--- src/verilog/atm_pkg.sv ---
/*
  Package for the 16-bit interval timer: register offsets, control bit
  positions, prescale codes, write-transfer timing and shared types.
  Assumes an APB slave with 32-bit data and word-aligned registers.
*/
package atm_pkg;
  // Register byte offsets
  localparam logic [7:0] OFF_CTRL = 8'h00;
  localparam logic [7:0] OFF_CTRL_CLR = 8'h04;
  localparam logic [7:0] OFF_CTRL_SET = 8'h08;
  localparam logic [7:0] OFF_CTRL_INV = 8'h0c;
  localparam logic [7:0] OFF_COUNT = 8'h10;
  localparam logic [7:0] OFF_PERIOD = 8'h14;
  localparam logic [7:0] OFF_IRQ_STAT = 8'h18;
  localparam logic [7:0] OFF_IRQ_MASK = 8'h1c;
  localparam logic [7:0] OFF_MODE = 8'h20;
  // Control bit positions
  localparam int B_ON = 15;
  localparam int B_IDLE = 13;
  localparam int B_WBLK = 12;
  localparam int B_WPEND = 11;
  localparam int B_GATE = 7;
  localparam int B_PS_HI = 5;
  localparam int B_PS_LO = 4;
  localparam int B_SYNC = 2;
  localparam int B_SRC = 1;
  // Writable control bits; all others read zero except bit 11, which reads the pending flag
  localparam logic [31:0] CTRL_WMASK = 32'h0000_b0b6;
  localparam logic [31:0] CTRL_RESET = 32'h0000_0000;
  localparam logic [15:0] PERIOD_RESET = 16'hffff;
  // Mode register bits: idle and sleep requests from the power manager
  localparam int B_MODE_IDLE = 0;
  localparam int B_MODE_SLEEP = 1;
  // Interrupt status bits
  localparam int B_IRQ_MATCH = 0;
  localparam int B_IRQ_WDONE = 1;
  // Prescale codes and their divide ratios
  localparam logic [1:0] PS_1 = 2'h0;
  localparam logic [1:0] PS_8 = 2'h1;
  localparam logic [1:0] PS_64 = 2'h2;
  localparam logic [1:0] PS_256 = 2'h3;
  localparam logic [7:0] DIV_8_M1 = 8'h07;
  localparam logic [7:0] DIV_64_M1 = 8'h3f;
  localparam logic [7:0] DIV_256_M1 = 8'hff;
  // Cycles an asynchronous count write takes to cross over
  localparam logic [2:0] WXFER_CYCLES = 3'h3;
  // Counting mode, decoded from the control bits
  typedef enum logic [1:0] {
    MODE_INT = 2'b00,
    MODE_GATED = 2'b01,
    MODE_EXT_SYNC = 2'b10,
    MODE_EXT_ASYNC = 2'b11
  } atm_mode_type;
  // APB request bundle
  typedef struct packed {
    logic sel;
    logic enable;
    logic write;
    logic [7:0] addr;
    logic [31:0] wdata;
  } atm_apb_req_type;
endpackage

--- src/verilog/atm_timer.sv ---
/*
  Single 16-bit interval timer/counter with APB register access.
  Assumes ref_clk at 100 MHz, rst asynchronous active high, and external
  count/gate pins asynchronous to ref_clk (each passes two flip-flops).
*/
// The address map and register access over APB were decided locally.
`timescale 1ns/1ns
// Functional notes
// - One 16-bit counter, timer or event counter
// - Four modes: internal, gated, ext sync, ext async
// - Bit 15 enables timer, resets to zero
// - Bit 13 halts timer during idle
// - Write-block bit drops count writes while pending
// - Write-block clear accepts back-to-back count writes
// - Bit 11 shows async count write pending
// - Pending bit reads zero in synchronous modes
// - Bit 7 gates only with internal source
// - Prescale codes divide by 1, 8, 64, 256
// - Timer keeps counting in sleep, and in idle unless bit 13 is set
// - Async external mode counts pin edges sampled on ref_clk
// - Clear, set, invert alias registers for control
// - Unimplemented control bits ignore writes, read zero
// - Bit 1 selects external pin or peripheral clock
// - Bit 2 picks sync external; ignored internally
module atm_timer #(
  parameter int CNT_W = 16
) (
  input wire logic ref_clk,
  input wire logic rst,
  input wire logic psel,
  input wire logic penable,
  input wire logic pwrite,
  input wire logic [7:0] paddr,
  input wire logic [31:0] pwdata,
  output logic [31:0] prdata,
  output logic pready,
  output logic pslverr,
  input wire logic externalCountInput,
  input wire logic gateInput,
  output logic timerIrq
);
  atm_pkg::atm_apb_req_type req;           // Bundled bus request
  logic [31:0] ctrl_reg;                   // Control register
  logic [CNT_W-1:0] count_reg;             // Count value
  logic [CNT_W-1:0] period_reg;            // Period value
  logic [1:0] irqStat_reg;                 // Sticky event flags
  logic [1:0] irqMask_reg;                 // Interrupt enables
  logic [1:0] mode_reg;                    // Idle/sleep inputs
  logic [7:0] pre_reg;                     // Prescale counter
  logic [2:0] wxfer_reg;                   // Async write transfer countdown
  logic [CNT_W-1:0] wdata_reg;             // Count value in flight
  logic extMeta_reg, extSync_reg, extDly_reg;  // External pin synchroniser
  logic gateMeta_reg, gateSync_reg;            // Gate pin synchroniser
  logic wrAcc, cntWrite, wPend, extRise, srcTick, preTick, run, hit;
  atm_pkg::atm_mode_type mode;
  logic [31:0] ctrlWr;

  assign req = '{sel: psel, enable: penable, write: pwrite, addr: paddr, wdata: pwdata};
  // Zero-wait slave: every access completes in its first access cycle
  assign pready = 1'b1;
  assign wrAcc = req.sel && req.enable && req.write;

  // Decode a word offset as mapped
  function automatic logic isMapped(input logic [7:0] a);
    isMapped = (a == atm_pkg::OFF_CTRL) || (a == atm_pkg::OFF_CTRL_CLR) ||
               (a == atm_pkg::OFF_CTRL_SET) || (a == atm_pkg::OFF_CTRL_INV) ||
               (a == atm_pkg::OFF_COUNT) || (a == atm_pkg::OFF_PERIOD) ||
               (a == atm_pkg::OFF_IRQ_STAT) || (a == atm_pkg::OFF_IRQ_MASK) ||
               (a == atm_pkg::OFF_MODE);
  endfunction
  // Control register and its clear, set and invert aliases
  function automatic logic isCtrlAddr(input logic [7:0] a);
    isCtrlAddr = (a == atm_pkg::OFF_CTRL) || (a == atm_pkg::OFF_CTRL_CLR) ||
                 (a == atm_pkg::OFF_CTRL_SET) || (a == atm_pkg::OFF_CTRL_INV);
  endfunction
  // Unmapped addresses answer with an error
  assign pslverr = req.sel && req.enable && !isMapped(req.addr);

  // Mode decode from source and sync bits
  always_comb begin
    if (!ctrl_reg[atm_pkg::B_SRC]) begin
      // Internal source: sync bit ignored, gate bit honoured
      mode = ctrl_reg[atm_pkg::B_GATE] ? atm_pkg::MODE_GATED : atm_pkg::MODE_INT;
    end else begin
      // External source: gate ignored
      mode = ctrl_reg[atm_pkg::B_SYNC] ? atm_pkg::MODE_EXT_SYNC
                                       : atm_pkg::MODE_EXT_ASYNC;
    end
  end

  // Pending write only exists in async mode
  // Software polls this bit: the written value only reaches the count once the transfer ends
  assign wPend = (wxfer_reg != 3'h0) && (mode == atm_pkg::MODE_EXT_ASYNC);

  // Count write accepted unless blocked by a pending write
  assign cntWrite = wrAcc && (req.addr == atm_pkg::OFF_COUNT) &&
                    !(ctrl_reg[atm_pkg::B_WBLK] && wPend);

  // Control write with clear/set/invert aliases, masked
  always_comb begin
    ctrlWr = ctrl_reg;
    case (req.addr)
      atm_pkg::OFF_CTRL: ctrlWr = req.wdata;
      atm_pkg::OFF_CTRL_CLR: ctrlWr = ctrl_reg & ~req.wdata;
      atm_pkg::OFF_CTRL_SET: ctrlWr = ctrl_reg | req.wdata;
      atm_pkg::OFF_CTRL_INV: ctrlWr = ctrl_reg ^ req.wdata;
      default: ctrlWr = ctrl_reg;
    endcase
    ctrlWr = ctrlWr & atm_pkg::CTRL_WMASK;
  end

  // Control register, cleared at reset
  always_ff @(posedge ref_clk or posedge rst) begin
    if (rst) begin
      ctrl_reg <= atm_pkg::CTRL_RESET;
    end else if (wrAcc && isCtrlAddr(req.addr)) begin
      ctrl_reg <= ctrlWr;
    end
  end

  // Period, mask and mode registers
  always_ff @(posedge ref_clk or posedge rst) begin
    if (rst) begin
      period_reg <= atm_pkg::PERIOD_RESET;
      irqMask_reg <= 2'h0;
      mode_reg <= 2'h0;
    end else if (wrAcc) begin
      if (req.addr == atm_pkg::OFF_PERIOD) begin
        period_reg <= req.wdata[CNT_W-1:0];
      end
      if (req.addr == atm_pkg::OFF_IRQ_MASK) begin
        irqMask_reg <= req.wdata[1:0];
      end
      if (req.addr == atm_pkg::OFF_MODE) begin
        mode_reg <= req.wdata[1:0];
      end
    end
  end

  // Two-flop synchronisers for the pins, then an edge detector
  always_ff @(posedge ref_clk or posedge rst) begin
    if (rst) begin
      extMeta_reg <= 1'b0;
      extSync_reg <= 1'b0;
      extDly_reg <= 1'b0;
      gateMeta_reg <= 1'b0;
      gateSync_reg <= 1'b0;
    end else begin
      extMeta_reg <= externalCountInput;
      extSync_reg <= extMeta_reg;
      extDly_reg <= extSync_reg;
      gateMeta_reg <= gateInput;
      gateSync_reg <= gateMeta_reg;
    end
  end
  assign extRise = extSync_reg && !extDly_reg;

  // Run while enabled and not halted by idle; sleep never halts
  assign run = ctrl_reg[atm_pkg::B_ON] &&
               !(ctrl_reg[atm_pkg::B_IDLE] && mode_reg[atm_pkg::B_MODE_IDLE]);

  // Source tick: peripheral clock, gated clock, or external edge
  always_comb begin
    case (mode)
      atm_pkg::MODE_INT: srcTick = 1'b1;
      atm_pkg::MODE_GATED: srcTick = gateSync_reg;
      atm_pkg::MODE_EXT_SYNC: srcTick = extRise;
      atm_pkg::MODE_EXT_ASYNC: srcTick = extRise;
      default: srcTick = 1'b0;
    endcase
  end

  // Terminal value of the prescaler for the selected code
  function automatic logic [7:0] preLimit(input logic [1:0] ps);
    case (ps)
      atm_pkg::PS_8: preLimit = atm_pkg::DIV_8_M1;
      atm_pkg::PS_64: preLimit = atm_pkg::DIV_64_M1;
      atm_pkg::PS_256: preLimit = atm_pkg::DIV_256_M1;
      default: preLimit = 8'h00;
    endcase
  endfunction

  // Prescaler: one tick per 1/8/64/256 source ticks
  assign preTick = run && srcTick &&
    (pre_reg == preLimit(ctrl_reg[atm_pkg::B_PS_HI:atm_pkg::B_PS_LO]));
  always_ff @(posedge ref_clk or posedge rst) begin
    if (rst) begin
      pre_reg <= 8'h00;
    end else if (!run || cntWrite) begin
      pre_reg <= 8'h00;
    end else if (srcTick) begin
      pre_reg <= preTick ? 8'h00 : pre_reg + 8'h01;
    end
  end

  assign hit = preTick && (count_reg == period_reg);

  // Async transfer countdown; synchronous modes apply writes at once
  always_ff @(posedge ref_clk or posedge rst) begin
    if (rst) begin
      wxfer_reg <= 3'h0;
      wdata_reg <= '0;
    end else if (cntWrite && (mode == atm_pkg::MODE_EXT_ASYNC)) begin
      wxfer_reg <= atm_pkg::WXFER_CYCLES;
      wdata_reg <= req.wdata[CNT_W-1:0];
    end else if (wxfer_reg != 3'h0) begin
      wxfer_reg <= wxfer_reg - 3'h1;
    end
  end

  // Counter: writes load, period match wraps to zero
  // A finishing async write wins over a tick in the same cycle; that tick is lost
  always_ff @(posedge ref_clk or posedge rst) begin
    if (rst) begin
      count_reg <= '0;
    end else if (cntWrite && (mode != atm_pkg::MODE_EXT_ASYNC)) begin
      count_reg <= req.wdata[CNT_W-1:0];
    end else if (wxfer_reg == 3'h1) begin
      count_reg <= wdata_reg;
    end else if (hit) begin
      count_reg <= '0;
    end else if (preTick) begin
      count_reg <= count_reg + 1'b1;
    end
  end

  // Sticky flags: set wins over write-one-to-clear
  always_ff @(posedge ref_clk or posedge rst) begin
    if (rst) begin
      irqStat_reg <= 2'h0;
    end else begin
      irqStat_reg[atm_pkg::B_IRQ_MATCH] <= hit || (irqStat_reg[atm_pkg::B_IRQ_MATCH] &&
        !(wrAcc && req.addr == atm_pkg::OFF_IRQ_STAT && req.wdata[atm_pkg::B_IRQ_MATCH]));
      irqStat_reg[atm_pkg::B_IRQ_WDONE] <= (wxfer_reg == 3'h1) ||
        (irqStat_reg[atm_pkg::B_IRQ_WDONE] &&
        !(wrAcc && req.addr == atm_pkg::OFF_IRQ_STAT && req.wdata[atm_pkg::B_IRQ_WDONE]));
    end
  end
  assign timerIrq = |(irqStat_reg & irqMask_reg);

  // Read data, registered during the setup cycle
  always_ff @(posedge ref_clk or posedge rst) begin
    if (rst) begin
      prdata <= 32'h0;
    end else if (req.sel && !req.enable && !req.write) begin
      case (req.addr)
        atm_pkg::OFF_CTRL, atm_pkg::OFF_CTRL_CLR, atm_pkg::OFF_CTRL_SET,
        atm_pkg::OFF_CTRL_INV: begin
          prdata <= ctrl_reg | ({31'h0, wPend} << atm_pkg::B_WPEND);
        end
        atm_pkg::OFF_COUNT: prdata <= {{(32-CNT_W){1'b0}}, count_reg};
        atm_pkg::OFF_PERIOD: prdata <= {{(32-CNT_W){1'b0}}, period_reg};
        atm_pkg::OFF_IRQ_STAT: prdata <= {30'h0, irqStat_reg};
        atm_pkg::OFF_IRQ_MASK: prdata <= {30'h0, irqMask_reg};
        atm_pkg::OFF_MODE: prdata <= {30'h0, mode_reg};
        default: prdata <= 32'h0;
      endcase
    end
  end

  // Checks
  // Each assertion guards one rule; the covers show the main scenarios were reached
  a_pend_sync_zero: assert property (@(posedge ref_clk) disable iff (rst)
    (req.sel && !req.enable && !req.write && req.addr == atm_pkg::OFF_CTRL &&
     mode != atm_pkg::MODE_EXT_ASYNC) |=> !prdata[atm_pkg::B_WPEND])
    else $error("pending bit read in sync mode");
  a_block_write: assert property (@(posedge ref_clk) disable iff (rst)
    (wrAcc && req.addr == atm_pkg::OFF_COUNT && ctrl_reg[atm_pkg::B_WBLK] && wPend)
    |=> $stable(wxfer_reg) || (wxfer_reg == $past(wxfer_reg) - 3'h1))
    else $error("blocked count write restarted transfer");
  a_async_wr_done: assert property (@(posedge ref_clk) disable iff (rst)
    (cntWrite && mode == atm_pkg::MODE_EXT_ASYNC) ##1 (!cntWrite)[*3]
    |=> (count_reg == $past(req.wdata[CNT_W-1:0], 4)))
    else $error("async write not applied after its transfer");
  a_sync_wr_now: assert property (@(posedge ref_clk) disable iff (rst)
    (cntWrite && mode != atm_pkg::MODE_EXT_ASYNC) |=> count_reg == $past(req.wdata[15:0]))
    else $error("sync count write lost");
  a_off_holds: assert property (@(posedge ref_clk) disable iff (rst)
    (!ctrl_reg[atm_pkg::B_ON] && !cntWrite && wxfer_reg == 3'h0) |=> $stable(count_reg))
    else $error("counter moved while disabled");
  a_idle_halt: assert property (@(posedge ref_clk) disable iff (rst)
    (ctrl_reg[atm_pkg::B_IDLE] && mode_reg[atm_pkg::B_MODE_IDLE]) |-> !preTick)
    else $error("tick during idle halt");
  a_wrap_flag: assert property (@(posedge ref_clk) disable iff (rst)
    hit |=> (count_reg == '0 || $past(cntWrite) || $past(wxfer_reg) == 3'h1) &&
    irqStat_reg[atm_pkg::B_IRQ_MATCH]) else $error("period match not handled");
  a_div8: assert property (@(posedge ref_clk) disable iff (rst)
    (preTick && mode == atm_pkg::MODE_INT &&
     ctrl_reg[atm_pkg::B_PS_HI:atm_pkg::B_PS_LO] == atm_pkg::PS_8)
    ##1 (run && !cntWrite && mode == atm_pkg::MODE_INT &&
     ctrl_reg[atm_pkg::B_PS_HI:atm_pkg::B_PS_LO] == atm_pkg::PS_8)[*8] |-> preTick)
    else $error("divide by eight wrong");
  a_reserved_zero: assert property (@(posedge ref_clk) disable iff (rst)
    (ctrl_reg & ~atm_pkg::CTRL_WMASK) == 32'h0) else $error("reserved control bit set");
  c_wrap: cover property (@(posedge ref_clk) disable iff (rst) hit);
  c_async_wr: cover property (@(posedge ref_clk) disable iff (rst) wxfer_reg == 3'h1);
  c_gated: cover property (@(posedge ref_clk) disable iff (rst)
    preTick && mode == atm_pkg::MODE_GATED);
  c_blocked: cover property (@(posedge ref_clk) disable iff (rst)
    wrAcc && req.addr == atm_pkg::OFF_COUNT && !cntWrite);
  c_ext_async: cover property (@(posedge ref_clk) disable iff (rst)
    preTick && mode == atm_pkg::MODE_EXT_ASYNC);
endmodule

--- config.mk ---
export PLATFORM = sky130hd
export DESIGN_NAME = atm_timer
export DESIGN_NICKNAME = d
export VERILOG_FILES = /design/src/verilog/atm_pkg.sv /design/src/verilog/atm_timer.sv
export SDC_FILE = /design/constraint.sdc
export NUM_CORES = 1
export LEC_CHECK = 0
export BUFFER_PORTS_ARGS = -buffer_cell sky130_fd_sc_hd__buf_2
export CAP_MARGIN = 10
export CORE_UTILIZATION = 26
export DETAILED_ROUTE_END_ITERATION = 8
export GPL_TIMING_DRIVEN = 0
export HOLD_SLACK_MARGIN = 0.15
export PLACE_DENSITY = 0.5
export REMOVE_ABC_BUFFERS = 1
export SETUP_SLACK_MARGIN = 0.4
export SLEW_MARGIN = 20
export SYNTH_ARGS = -nofsm -noshare
export SYNTH_HDL_FRONTEND = slang
export SYNTH_SLANG_ARGS = --single-unit
--- constraint.sdc ---
create_clock -name ref_clk -period 4.1 [get_ports ref_clk]
set_input_delay 0.205 -clock ref_clk [delete_from_list [all_inputs] [get_ports ref_clk]]
set_output_delay 0.205 -clock ref_clk [all_outputs]
set_load 0.01 [all_outputs]
==> out/qor.txt, run 1 <==
status: finished, final reports clean
sequential standard cell area: 2370 sq um
r2r setup slk: 1.36 ns
nets@finish: 702
Vias/cell: 4.96
drc violations: 0
largest net degree at the start of global routing: 54
MaxCap Viol Count: 0
final setup margin: 1.28 ns
I/O Buffers: 48
Setup violations, final: 0
layout cells sized above 1: 17.4%
row cnt: 53
Critical Path AT: 3.08 ns
worst hold endpoint: irqStat_reg[1]
ys flop type: dfrtp_1
worst r2r path cells: 6
Combinational Power Share: 22.8%
WL final: 15,500 um
NetSw: 0.000897 W
YS warnings: 0
top cell type's share of synthesized area: 35.2%
unrepaired setup endpoints after global routing: false
antenna-violating nets left: 0
Slew Viols, Final: 0
GRT Residual Overflow: 0
initial antenna violation count: 0
Final Critical Period: 2.82 ns
critical path type: in2reg
power per cell area: 420 nW/um^2
FF+latch count, synth: 94
CTS tree: done
Final Hold Fails: 0
die width: 148 um
worst-margin pin slew: 1.00 ns
Yosys cell types: 65
first-pass GRT wire length: 25,300 um
clock power share: 34.5%
Post-synth EDFFs: 0
commonest non-fill, non-tap cell in the layout: nand2_1
CTS sink cnt: 94
vias in the first global route: 4,473
Slew headroom: 33.3%
commonest non-fill, non-tap cells in the layout: nand2_1, dfrtp_1, o21ai_0, buf_2, nor2_1
synth top area cells: dfrtp_1, dfstp_2, nand2_1, ha_1, o21ai_0
Max Root-Sink Buffers: 2
setup TNS: 0 ns
CTS clk-pin slew, worst paths: 0.07 ns
Max Clock Freq: 0.355 GHz
fin area: 6400 sq um
initial core utilization: 26.5%
per-cell routed wire length: 17.0 um
area grow syn2layout: 15.4%
r2r startpoint: wxfer_reg[0]
Clock Skews: 0.00973 ns
Post-Place Worst Slack: 0.987 ns
Max FO, Critical Path: 22
synthesized area: 5540 sq um
multi-input logic area: 2880 sq um
core area: 21,000 sq um
routability cong.: 0.808
Setup crit end kind: flop
area of the die: 21,900 sq um
cell taking the most area after synthesis: dfrtp_1
Hold Path Class: in2reg
sw frac: 33.3%
number of cells in the finished layout apart from fillers: 913
register area share after synthesis: 42.8%
Die Height: 148 um
DR vias: 4,526
Iter 0 DRT Violations: 291
CTS Root Buffer Type: clkbuf_16
critical path required time: 4.36 ns
Worst R2R End: count_reg[12]
Async SR Flop Fraction: 100%
Final Cycle Share: 68.8%
VDD IR max: 231 uV
Reg power frac: 42.7%
Mean Syn Cell Area: 9.35 sq um
clock buffer count from CTS: 9
n_diodes: 0
Placement Cell Area: 5950 sq um
Startpoint Class: primary input
# fillers: 2,263
depth of the CTS H-tree: 3
Hold Startpoint: pwdata[1]
Synth Instances: 593
Leak: 2.84 nW
post-CTS sizing: 0
Internal: 0.00179 W
GRT Util Overall: 14.9%
worst skew pair latency: 0.35 ns
hpwl dp: 10,900 um
fin util: 30.5%
Ports: 82
placed cell count: 886
drt first pass iters: 5
hold path depth: 4
==> metal layers <==
metal	vias up	routed length [um]	global-route usage (%)
met5	-	0	0
met4	0	249	4.59
met3	20	560	2.22
met2	105	6950	23.2
met1	2221	7790	21.3
li1	2180	-	-
==> worst max-delay path: stages <==
cell and delay (ns):
buf_2 0.12, nor4_2 0.40, and2_1 0.84, and3_1 0.94, nor2_2 0.24, o32ai_1 0.32
==> synthesized netlist by cell type (19+ instances only) <==
master,count
inv_1,23
o21ai_0,51
nand2_1,89
xnor2_1,19
dfrtp_1,78
ha_1,21
buf_4,20
a21oi_1,25
nor2_1,35
a22o_1,20
==> logic make-up (layout without fill, tap and decap cells) <==
group	Yosys count	in the layout	synth area share, %
flip-flops	94	94	42.8
multiplexers	12	12	2.41
AND/OR/NAND/NOR	203	203	18.6
XOR/XNOR	23	23	3.63
buffers and inverters	70	100	6.41
AO/OA/AOI/OAI	168	168	21.3
other	2	17	0.135
adder cells (fa/ha/maj)	21	21	4.74
==> repair_timing <==
item                                    in CTS  in global routing
hold buffers                                11                  0
setup buffers                                0                  0
hold endpoints to repair                    53                  0
endpoints found under the setup margin       0                  0
==> power by group through the flow <==
stage               combinational, W  sequential [W]  clock, W
global route                0.000691         0.00116  0.000982
finish                      0.000614         0.00115  0.000929
floorplan                   0.000440         0.00112         0
global placement            0.000600         0.00116         0
detailed placement          0.000607         0.00116         0
CTS                         0.000618         0.00114  0.000952
==> stage by stage <==
stage               power, W  hold WS [ns]
floorplan            0.00156         0.236
global placement     0.00176         0.315
detailed placement   0.00177         0.266
CTS                  0.00271         0.165
global route         0.00283         0.184
finish               0.00269         0.167
==> layout make-up <==
type                       count  area share [%]
timing repair buffer          61            6.14
sequential                    94            37.1
clock buffer                   9            3.52
inverter                      24            1.49
clock inverter                 6            1.49
tap                          275            5.38
multi-input combinational    444            44.9
==> worst max path at each step <==
stage,cells past startpoint,end,startpoint,slack [ns]
after global placement,2,irqMask_reg[0],rst,0.007
after CTS,6,count_reg[13],wxfer_reg[0],1.30
after detailed placement,7,wdata_reg[8],paddr[1],0.99
after global routing,7,wdata_reg[3],paddr[1],1.06
final,6,count_reg[11],paddr[1],1.28
after floorplan,1,count_reg[0],rst,1.47
Note: power is estimated with default switching activity, not from simulation.
==> run 2, diff against run 1 <==
Settings changed: PLACE_DENSITY 0.5 to 0.51.
Clock period 4.1 ns to 2.4 ns, I/O delays scaled along.
==> run 2 against run 1 <==
Against the previous run: clock skew grew 0.00069 ns; register-to-register slack lost 1.1 ns; first-iteration DRC count grew 24%; die area is the same; combinational power grew 120%; worst hold slack gained 0.074 ns; sequential power grew 71%; total power grew 79%.
==> out/qor.txt, run 2 (synthesized netlist as in run 1, its figures left out) <==
status: finished, final reports clean (unchanged)
Ports: 82 (unchanged)
Leak: 3.11 nW (was 2.84 nW)
drc violations: 0 (unchanged)
Final Critical Period: 2.16 ns
power per cell area: 691 nW/um^2 (was 420 nW/um^2)
per-cell routed wire length: 17.8 um (was 17.0 um)
clock power share: 31.3% (was 34.5%)
initial core utilization: 26.5% (unchanged)
critical path type: reg2reg (was in2reg)
VDD IR max: 337 uV (was 231 uV)
Clock Skews: 0.0104 ns (was 0.00973 ns)
hpwl dp: 10,800 um (was 10,900 um)
Post-Place Worst Slack: -0.640 ns (was 0.987 ns)
CTS Root Buffer Type: clkbuf_16 (unchanged)
NetSw: 0.00168 W (was 0.000897 W)
Iter 0 DRT Violations: 361 (was 291)
fin util: 33.3% (was 30.5%)
Top cell by count, worst path: buf_4
CTS sink cnt: 94 (unchanged)
die width: 148 um (unchanged)
unrepaired setup endpoints after global routing: true (was false)
vias in the first global route: 4,423 (was 4,473)
Slew headroom: 45.4% (was 33.3%)
Reg power frac: 40.9% (was 42.7%)
depth of the CTS H-tree: 3 (unchanged)
Vias/cell: 5.07 (was 4.96)
max incr delay on CP: 0.48 ns (was 0.94 ns)
final setup margin: 0.241 ns (was 1.28 ns)
worst-margin pin slew: 0.816 ns (was 1.00 ns)
Final Cycle Share: 90.0%
Final Hold Fails: 0 (unchanged)
MaxCap Viol Count: 0 (unchanged)
Max Root-Sink Buffers: 2 (unchanged)
top sig layer: met4 (unchanged)
CTS clk-pin slew, worst paths: 0.07 ns (about the same)
worst skew pair latency: 0.36 ns (was 0.35 ns)
number of cells in the finished layout apart from fillers: 961 (was 913)
antenna-violating nets left: 0 (unchanged)
routability cong.: 0.793 (was 0.808)
layout cells sized above 1: 26.1% (was 17.4%)
CTS tree: done (unchanged)
GRT Util Overall: 15.7% (was 14.9%)
first-pass GRT wire length: 26,100 um (was 25,300 um)
WL met2: 7640 um (was 6950 um)
Max Clock Freq: 0.463 GHz
Slew Viols, Final: 0 (unchanged)
Setup violations, final: 0 (unchanged)
area grow syn2layout: 25.9% (was 15.4%)
clock buffer count from CTS: 9 (unchanged)
sw frac: 34.9% (was 33.3%)
largest net degree at the start of global routing: 73 (was 54)
Placement Cell Area: 5950 sq um (unchanged)
area of the die: 21,900 sq um (unchanged)
Die Height: 148 um (unchanged)
initial antenna violation count: 0 (unchanged)
Internal: 0.00314 W (was 0.00179 W)
nets@finish: 749 (was 702)
n_diodes: 0 (unchanged)
row cnt: 53 (unchanged)
commonest non-fill, non-tap cell in the layout: nand2_1 (unchanged)
fin area: 6980 sq um (was 6400 sq um)
core area: 21,000 sq um (unchanged)
Startpoint Class: flop (was primary input)
I/O Buffers: 48 (unchanged)
critical path required time: 2.60 ns (was 4.36 ns)
Combinational Power Share: 27.8% (was 22.8%)
Setup crit end kind: flop (unchanged)
Critical Path AT: 2.35 ns (was 3.08 ns)
DR vias: 4,874 (was 4,526)
Met3 Routed Length: 1060 um (was 560 um)
critical path, cell by cell: xnor2_1, nand4_1, nor4_4, buf_4, a21oi_4, buf_4, buf_4, nand2_1, a31oi_1 (was buf_2, nor4_2, and2_1, and3_1, nor2_2, o32ai_1)
commonest non-fill, non-tap cells in the layout: nand2_1, dfrtp_1, buf_2, o21ai_0, nor2_1 (was nand2_1, dfrtp_1, o21ai_0, buf_2, nor2_1)
Max FO, Critical Path: 7 (was 22)
GRT Residual Overflow: 0 (unchanged)
Hold Path Class: in2async (was in2reg)
hold_ws: 0.241 ns (was 0.167 ns)
slowest library cell on the worst path: dfrtp_1 (was and3_1)
WL final: 17,100 um (was 15,500 um)
drt first pass iters: 4 (was 5)
Met1 Wirelength: 8150 um (was 7790 um)
placed cell count: 886 (unchanged)
## run 2: worst max-delay path, delay by kind of cell (launching register included)
kind | cells | cell delay [ns]
AO/OA/AOI/OAI | 2 | 0.14
XOR/XNOR | 1 | 0.31
buffers and inverters | 3 | 0.52
flip-flops | 1 | 0.48
AND/OR/NAND/NOR | 3 | 0.56
## run 2: area by class of cell
cell class | instances | area [sq um]
clock buffer | 10 | 229
sequential | 94 | 2380
inverter | 24 | 96.3
tap | 275 | 344
multi-input combinational | 448 | 3080
timing repair buffer | 104 | 777
clock inverter | 6 | 72.6
fill | 2175 | 14000
## run 2: per-layer routing
layer / global-route usage [%] / vias up
met3: 3.36 / 19
met1: 22.7 / 2403
met4: 4.02 / 0
met2: 23.5 / 164
met5: 0 / -
li1: - / 2288
## run 2: worst paths after layout
kind                                   start  cells after the start  slack, ns        endpoint
worst max-delay path            count_reg[2]                      9       0.24    count_reg[2]
worst min-delay path                     rst                      3       0.24      prdata[11]
worst max register to register  count_reg[2]                      9       0.24    count_reg[2]
worst min register to register  gateMeta_reg                      0       0.35    gateSync_reg
max in group asynchronous                rst                      4       1.47  period_reg[15]
min in group ref_clk                paddr[5]                      4       0.33     mode_reg[1]
## run 2: timing repair
item,4_1_cts,5_1_grt
buffers inserted,23,12
resized for setup,40,24
pin swaps,15,17
cloned,3,2
hold buffers,19,0
hold endpoints to repair,129,0
setup endpoints to repair,59,58
## run 2: power groups by stage
| stage | Sequential (W) | Combinational, W | Clock, W |
|---|---|---|---|
| after floorplan | 0.00192 | 0.000751 | 0 |
| after global placement | 0.00198 | 0.00102 | 0 |
| after detailed placement | 0.00199 | 0.00103 | 0 |
| after CTS | 0.00196 | 0.00123 | 0.00154 |
| after global routing | 0.00200 | 0.00147 | 0.00160 |
| final | 0.00197 | 0.00134 | 0.00151 |
## run 2: stage by stage
stage,power (W),TNS (ns)
2_1_floorplan,0.00267,-11.09
3_3_place_gp,0.00300,-154.55
3_5_place_dp,0.00301,-23.97
4_1_cts,0.00473,0
5_1_grt,0.00506,0
6_report,0.00482,0
==> run 3, diff against run 2 <==
Settings changed: CORE_MARGIN set to 2, SLEW_MARGIN 20 to not set.
==> run 3 against run 2 <==
Against the previous run: register-to-register slack hardly changed; maximum frequency is 0.67% higher; sequential power hardly changed; count of clock-buffer cells in the layout is 2 higher; sequential share of layout area is 0.68 points higher; critical path depth is 2 lower; global-route usage is 0.12 points lower; non-clock buffer count is 8 lower; critical endpoint is now count_reg[1].
==> out/qor.txt, run 3 (synthesized netlist as in run 1, its figures left out) <==
Total Power: 0.00459 W (was 0.00482 W)
clock buffer count from CTS: 9 (unchanged)
slowest library cell on the worst path: or4_4 (was dfrtp_1)
power per cell area: 671 nW/um^2 (was 691 nW/um^2)
per-cell routed wire length: 17.7 um (was 17.8 um)
Clock Skews: 0.00796 ns (was 0.0104 ns)
CTS clk-pin slew, worst paths: 0.07 ns (about the same)
I/O Buffers: 48 (unchanged)
row cnt: 53 (unchanged)
critical path type: reg2reg (unchanged)
clock power share: 30.4% (was 31.3%)
hold path depth: 4
Max Root-Sink Buffers: 2 (unchanged)
Critical Path AT: 2.36 ns (was 2.35 ns)
routability cong.: 0.789 (was 0.793)
Slew Viols, Final: 0 (unchanged)
CP top delay family: simple AND/OR/NAND/NOR gates (unchanged)
CTS sink cnt: 94 (unchanged)
CTS tree: done (unchanged)
commonest non-fill, non-tap cell in the layout: nand2_1 (unchanged)
area of the die: 22,500 sq um (was 21,900 sq um)
Slew headroom: 51.4% (was 45.4%)
Die Height: 150 um (was 148 um)
n_diodes: 0 (unchanged)
worst hold endpoint: irqMask_reg[1]
Reg power frac: 42.8% (was 40.9%)
drc violations: 0 (unchanged)
area grow syn2layout: 23.3% (was 25.9%)
Leak: 3.03 nW (was 3.11 nW)
nets@finish: 740 (was 749)
Final Cycle Share: 89.4% (was 90.0%)
commonest non-fill, non-tap cells in the layout: nand2_1, dfrtp_1, buf_2, o21ai_0, nor2_1 (unchanged)
status: finished, final reports clean (unchanged)
unrepaired setup endpoints after global routing: true (unchanged)
Vias/cell: 5.01 (was 5.07)
NetSw: 0.00161 W (was 0.00168 W)
Ports: 82 (unchanged)
number of cells in the finished layout apart from fillers: 952 (was 961)
drt first pass iters: 5 (was 4)
max incr delay on CP: 0.53 ns (was 0.48 ns)
sw frac: 35.1% (was 34.9%)
GRT Residual Overflow: 0 (unchanged)
placed cell count: 886 (unchanged)
GRT Util Overall: 15.6% (was 15.7%)
Final Critical Period: 2.14 ns (was 2.16 ns)
initial core utilization: 26.5% (unchanged)
die width: 150 um (was 148 um)
critical path, cell by cell: or4_4, o22ai_4, buf_6, and3_4, a21oi_4, a211oi_2, a211oi_1 (was xnor2_1, nand4_1, nor4_4, buf_4, a21oi_4, buf_4, buf_4, nand2_1, a31oi_1)
MaxCap Viol Count: 0 (unchanged)
Combinational Power Share: 26.8% (was 27.8%)
depth of the CTS H-tree: 3 (unchanged)
largest net degree at the start of global routing: 52 (was 73)
vias in the first global route: 4,673 (was 4,423)
layout cells sized above 1: 24.5% (was 26.1%)
Hold Startpoint: paddr[3]
Setup violations, final: 0 (unchanged)
core area: 21,000 sq um (unchanged)
worst r2r path cells: 7 (was 9)
Max FO, Critical Path: 8 (was 7)
worst skew pair latency: 0.36 ns (about the same)
sequential standard cell area: 2380 sq um (about the same)
Internal: 0.00298 W (was 0.00314 W)
WL final: 16,900 um (was 17,100 um)
worst path buffer plus inverter count: 1 (was 3)
DR vias: 4,772 (was 4,874)
antenna-violating nets left: 0 (unchanged)
Max Clock Freq: 0.466 GHz (was 0.463 GHz)
worst-margin pin slew: 0.728 ns (was 0.816 ns)
multi-input logic area: 3050 sq um (was 3080 sq um)
# fillers: 2,221 (was 2,175)
initial antenna violation count: 0 (unchanged)
hpwl dp: 10,900 um (was 10,800 um)
r2r setup slk: 0.26 ns (was 0.24 ns)
fin util: 32.6% (was 33.3%)
Worst R2R End: count_reg[1] (was count_reg[2])
VDD IR max: 299 uV (was 337 uV)
Setup crit end kind: flop (unchanged)
first-pass GRT wire length: 26,800 um (was 26,100 um)
Startpoint Class: flop (unchanged)
r2r startpoint: ctrl_reg[5] (was count_reg[2])
Iter 0 DRT Violations: 413 (was 361)
CTS Root Buffer Type: clkbuf_16 (unchanged)
critical path required time: 2.62 ns (was 2.60 ns)
Hold Path Class: in2reg (was in2async)
Final Hold Fails: 0 (unchanged)
## run 3: cell types whose count changed in the layout (fill, tap and decap cells not counted), sizes merged
cell and change:
clkbuf +2, nand4 -1, bufinv -1, buf -8, clkinv -1
## run 3: worst max path at each step
stage                           start             to  slack (ns)  depth (start not counted)
after floorplan                   rst   count_reg[0]       -0.14                          1
after global placement            rst      prdata[4]       -1.61                          2
after detailed placement     paddr[1]  count_reg[11]       -0.60                          6
after CTS                 ctrl_reg[5]  count_reg[13]        0.29                          7
after global routing      ctrl_reg[5]   count_reg[1]        0.19                          7
final                     ctrl_reg[5]   count_reg[1]        0.26                          7
## run 3: worst reg2reg max path: cells and delay by family, from the launching register on
kind	cells	cell delay, ns
flip-flops	1	0.43
AND/OR/NAND/NOR	2	0.76
buffers and inverters	1	0.13
AO/OA/AOI/OAI	4	0.68
## run 3: per-stage QoR
stage          setup WS (ns)  hold slack, ns  instance area, sq um  setup TNS, ns
2_1_floorplan         -0.142           0.151                  5340         -11.09
3_3_place_gp           -1.61           0.229                  5920        -156.19
3_5_place_dp          -0.595           0.229                  5950         -22.96
4_1_cts                0.294           0.321                  6770              0
5_1_grt                0.187           0.370                  6840              0
6_report               0.255           0.326                  6840              0
## run 3: routing by layer
layer	vias to the layer above	wire, um	track usage [%]
li1	2269	-	-
met1	2311	8090	22.7
met2	175	7510	23.4
met3	17	1000	2.44
met4	0	259	5.24
met5	-	0	0
## run 3: area by class of cell
type / count / share of cell area, %
Timing Repair Buffer: 96 / 10.1
Multi-Input combinational cell: 447 / 44.7
Tap cell: 275 / 5.03
Inverter: 24 / 1.37
Clock buffer: 12 / 3.61
Clock inverter: 4 / 0.458
Sequential cell: 94 / 34.8
## run 3: what timing repair did
| action | CTS | global route |
|---|---|---|
| hold buffers | 19 | 0 |
| endpoints found under the setup margin | 57 | 53 |
| hold endpoints to repair | 90 | 0 |
| setup buffers | 22 | 5 |
| cloned | 4 | 0 |
| resized for setup | 38 | 14 |
| pin swaps | 21 | 18 |
## run 3: power groups by stage
stage | sequential [W] | clock [W] | combinational [W]
floorplan | 0.00192 | 0 | 0.000751
global placement | 0.00198 | 0 | 0.00102
detailed placement | 0.00198 | 0 | 0.00103
CTS | 0.00196 | 0.00145 | 0.00119
global route | 0.00199 | 0.00149 | 0.00137
finish | 0.00196 | 0.00140 | 0.00123
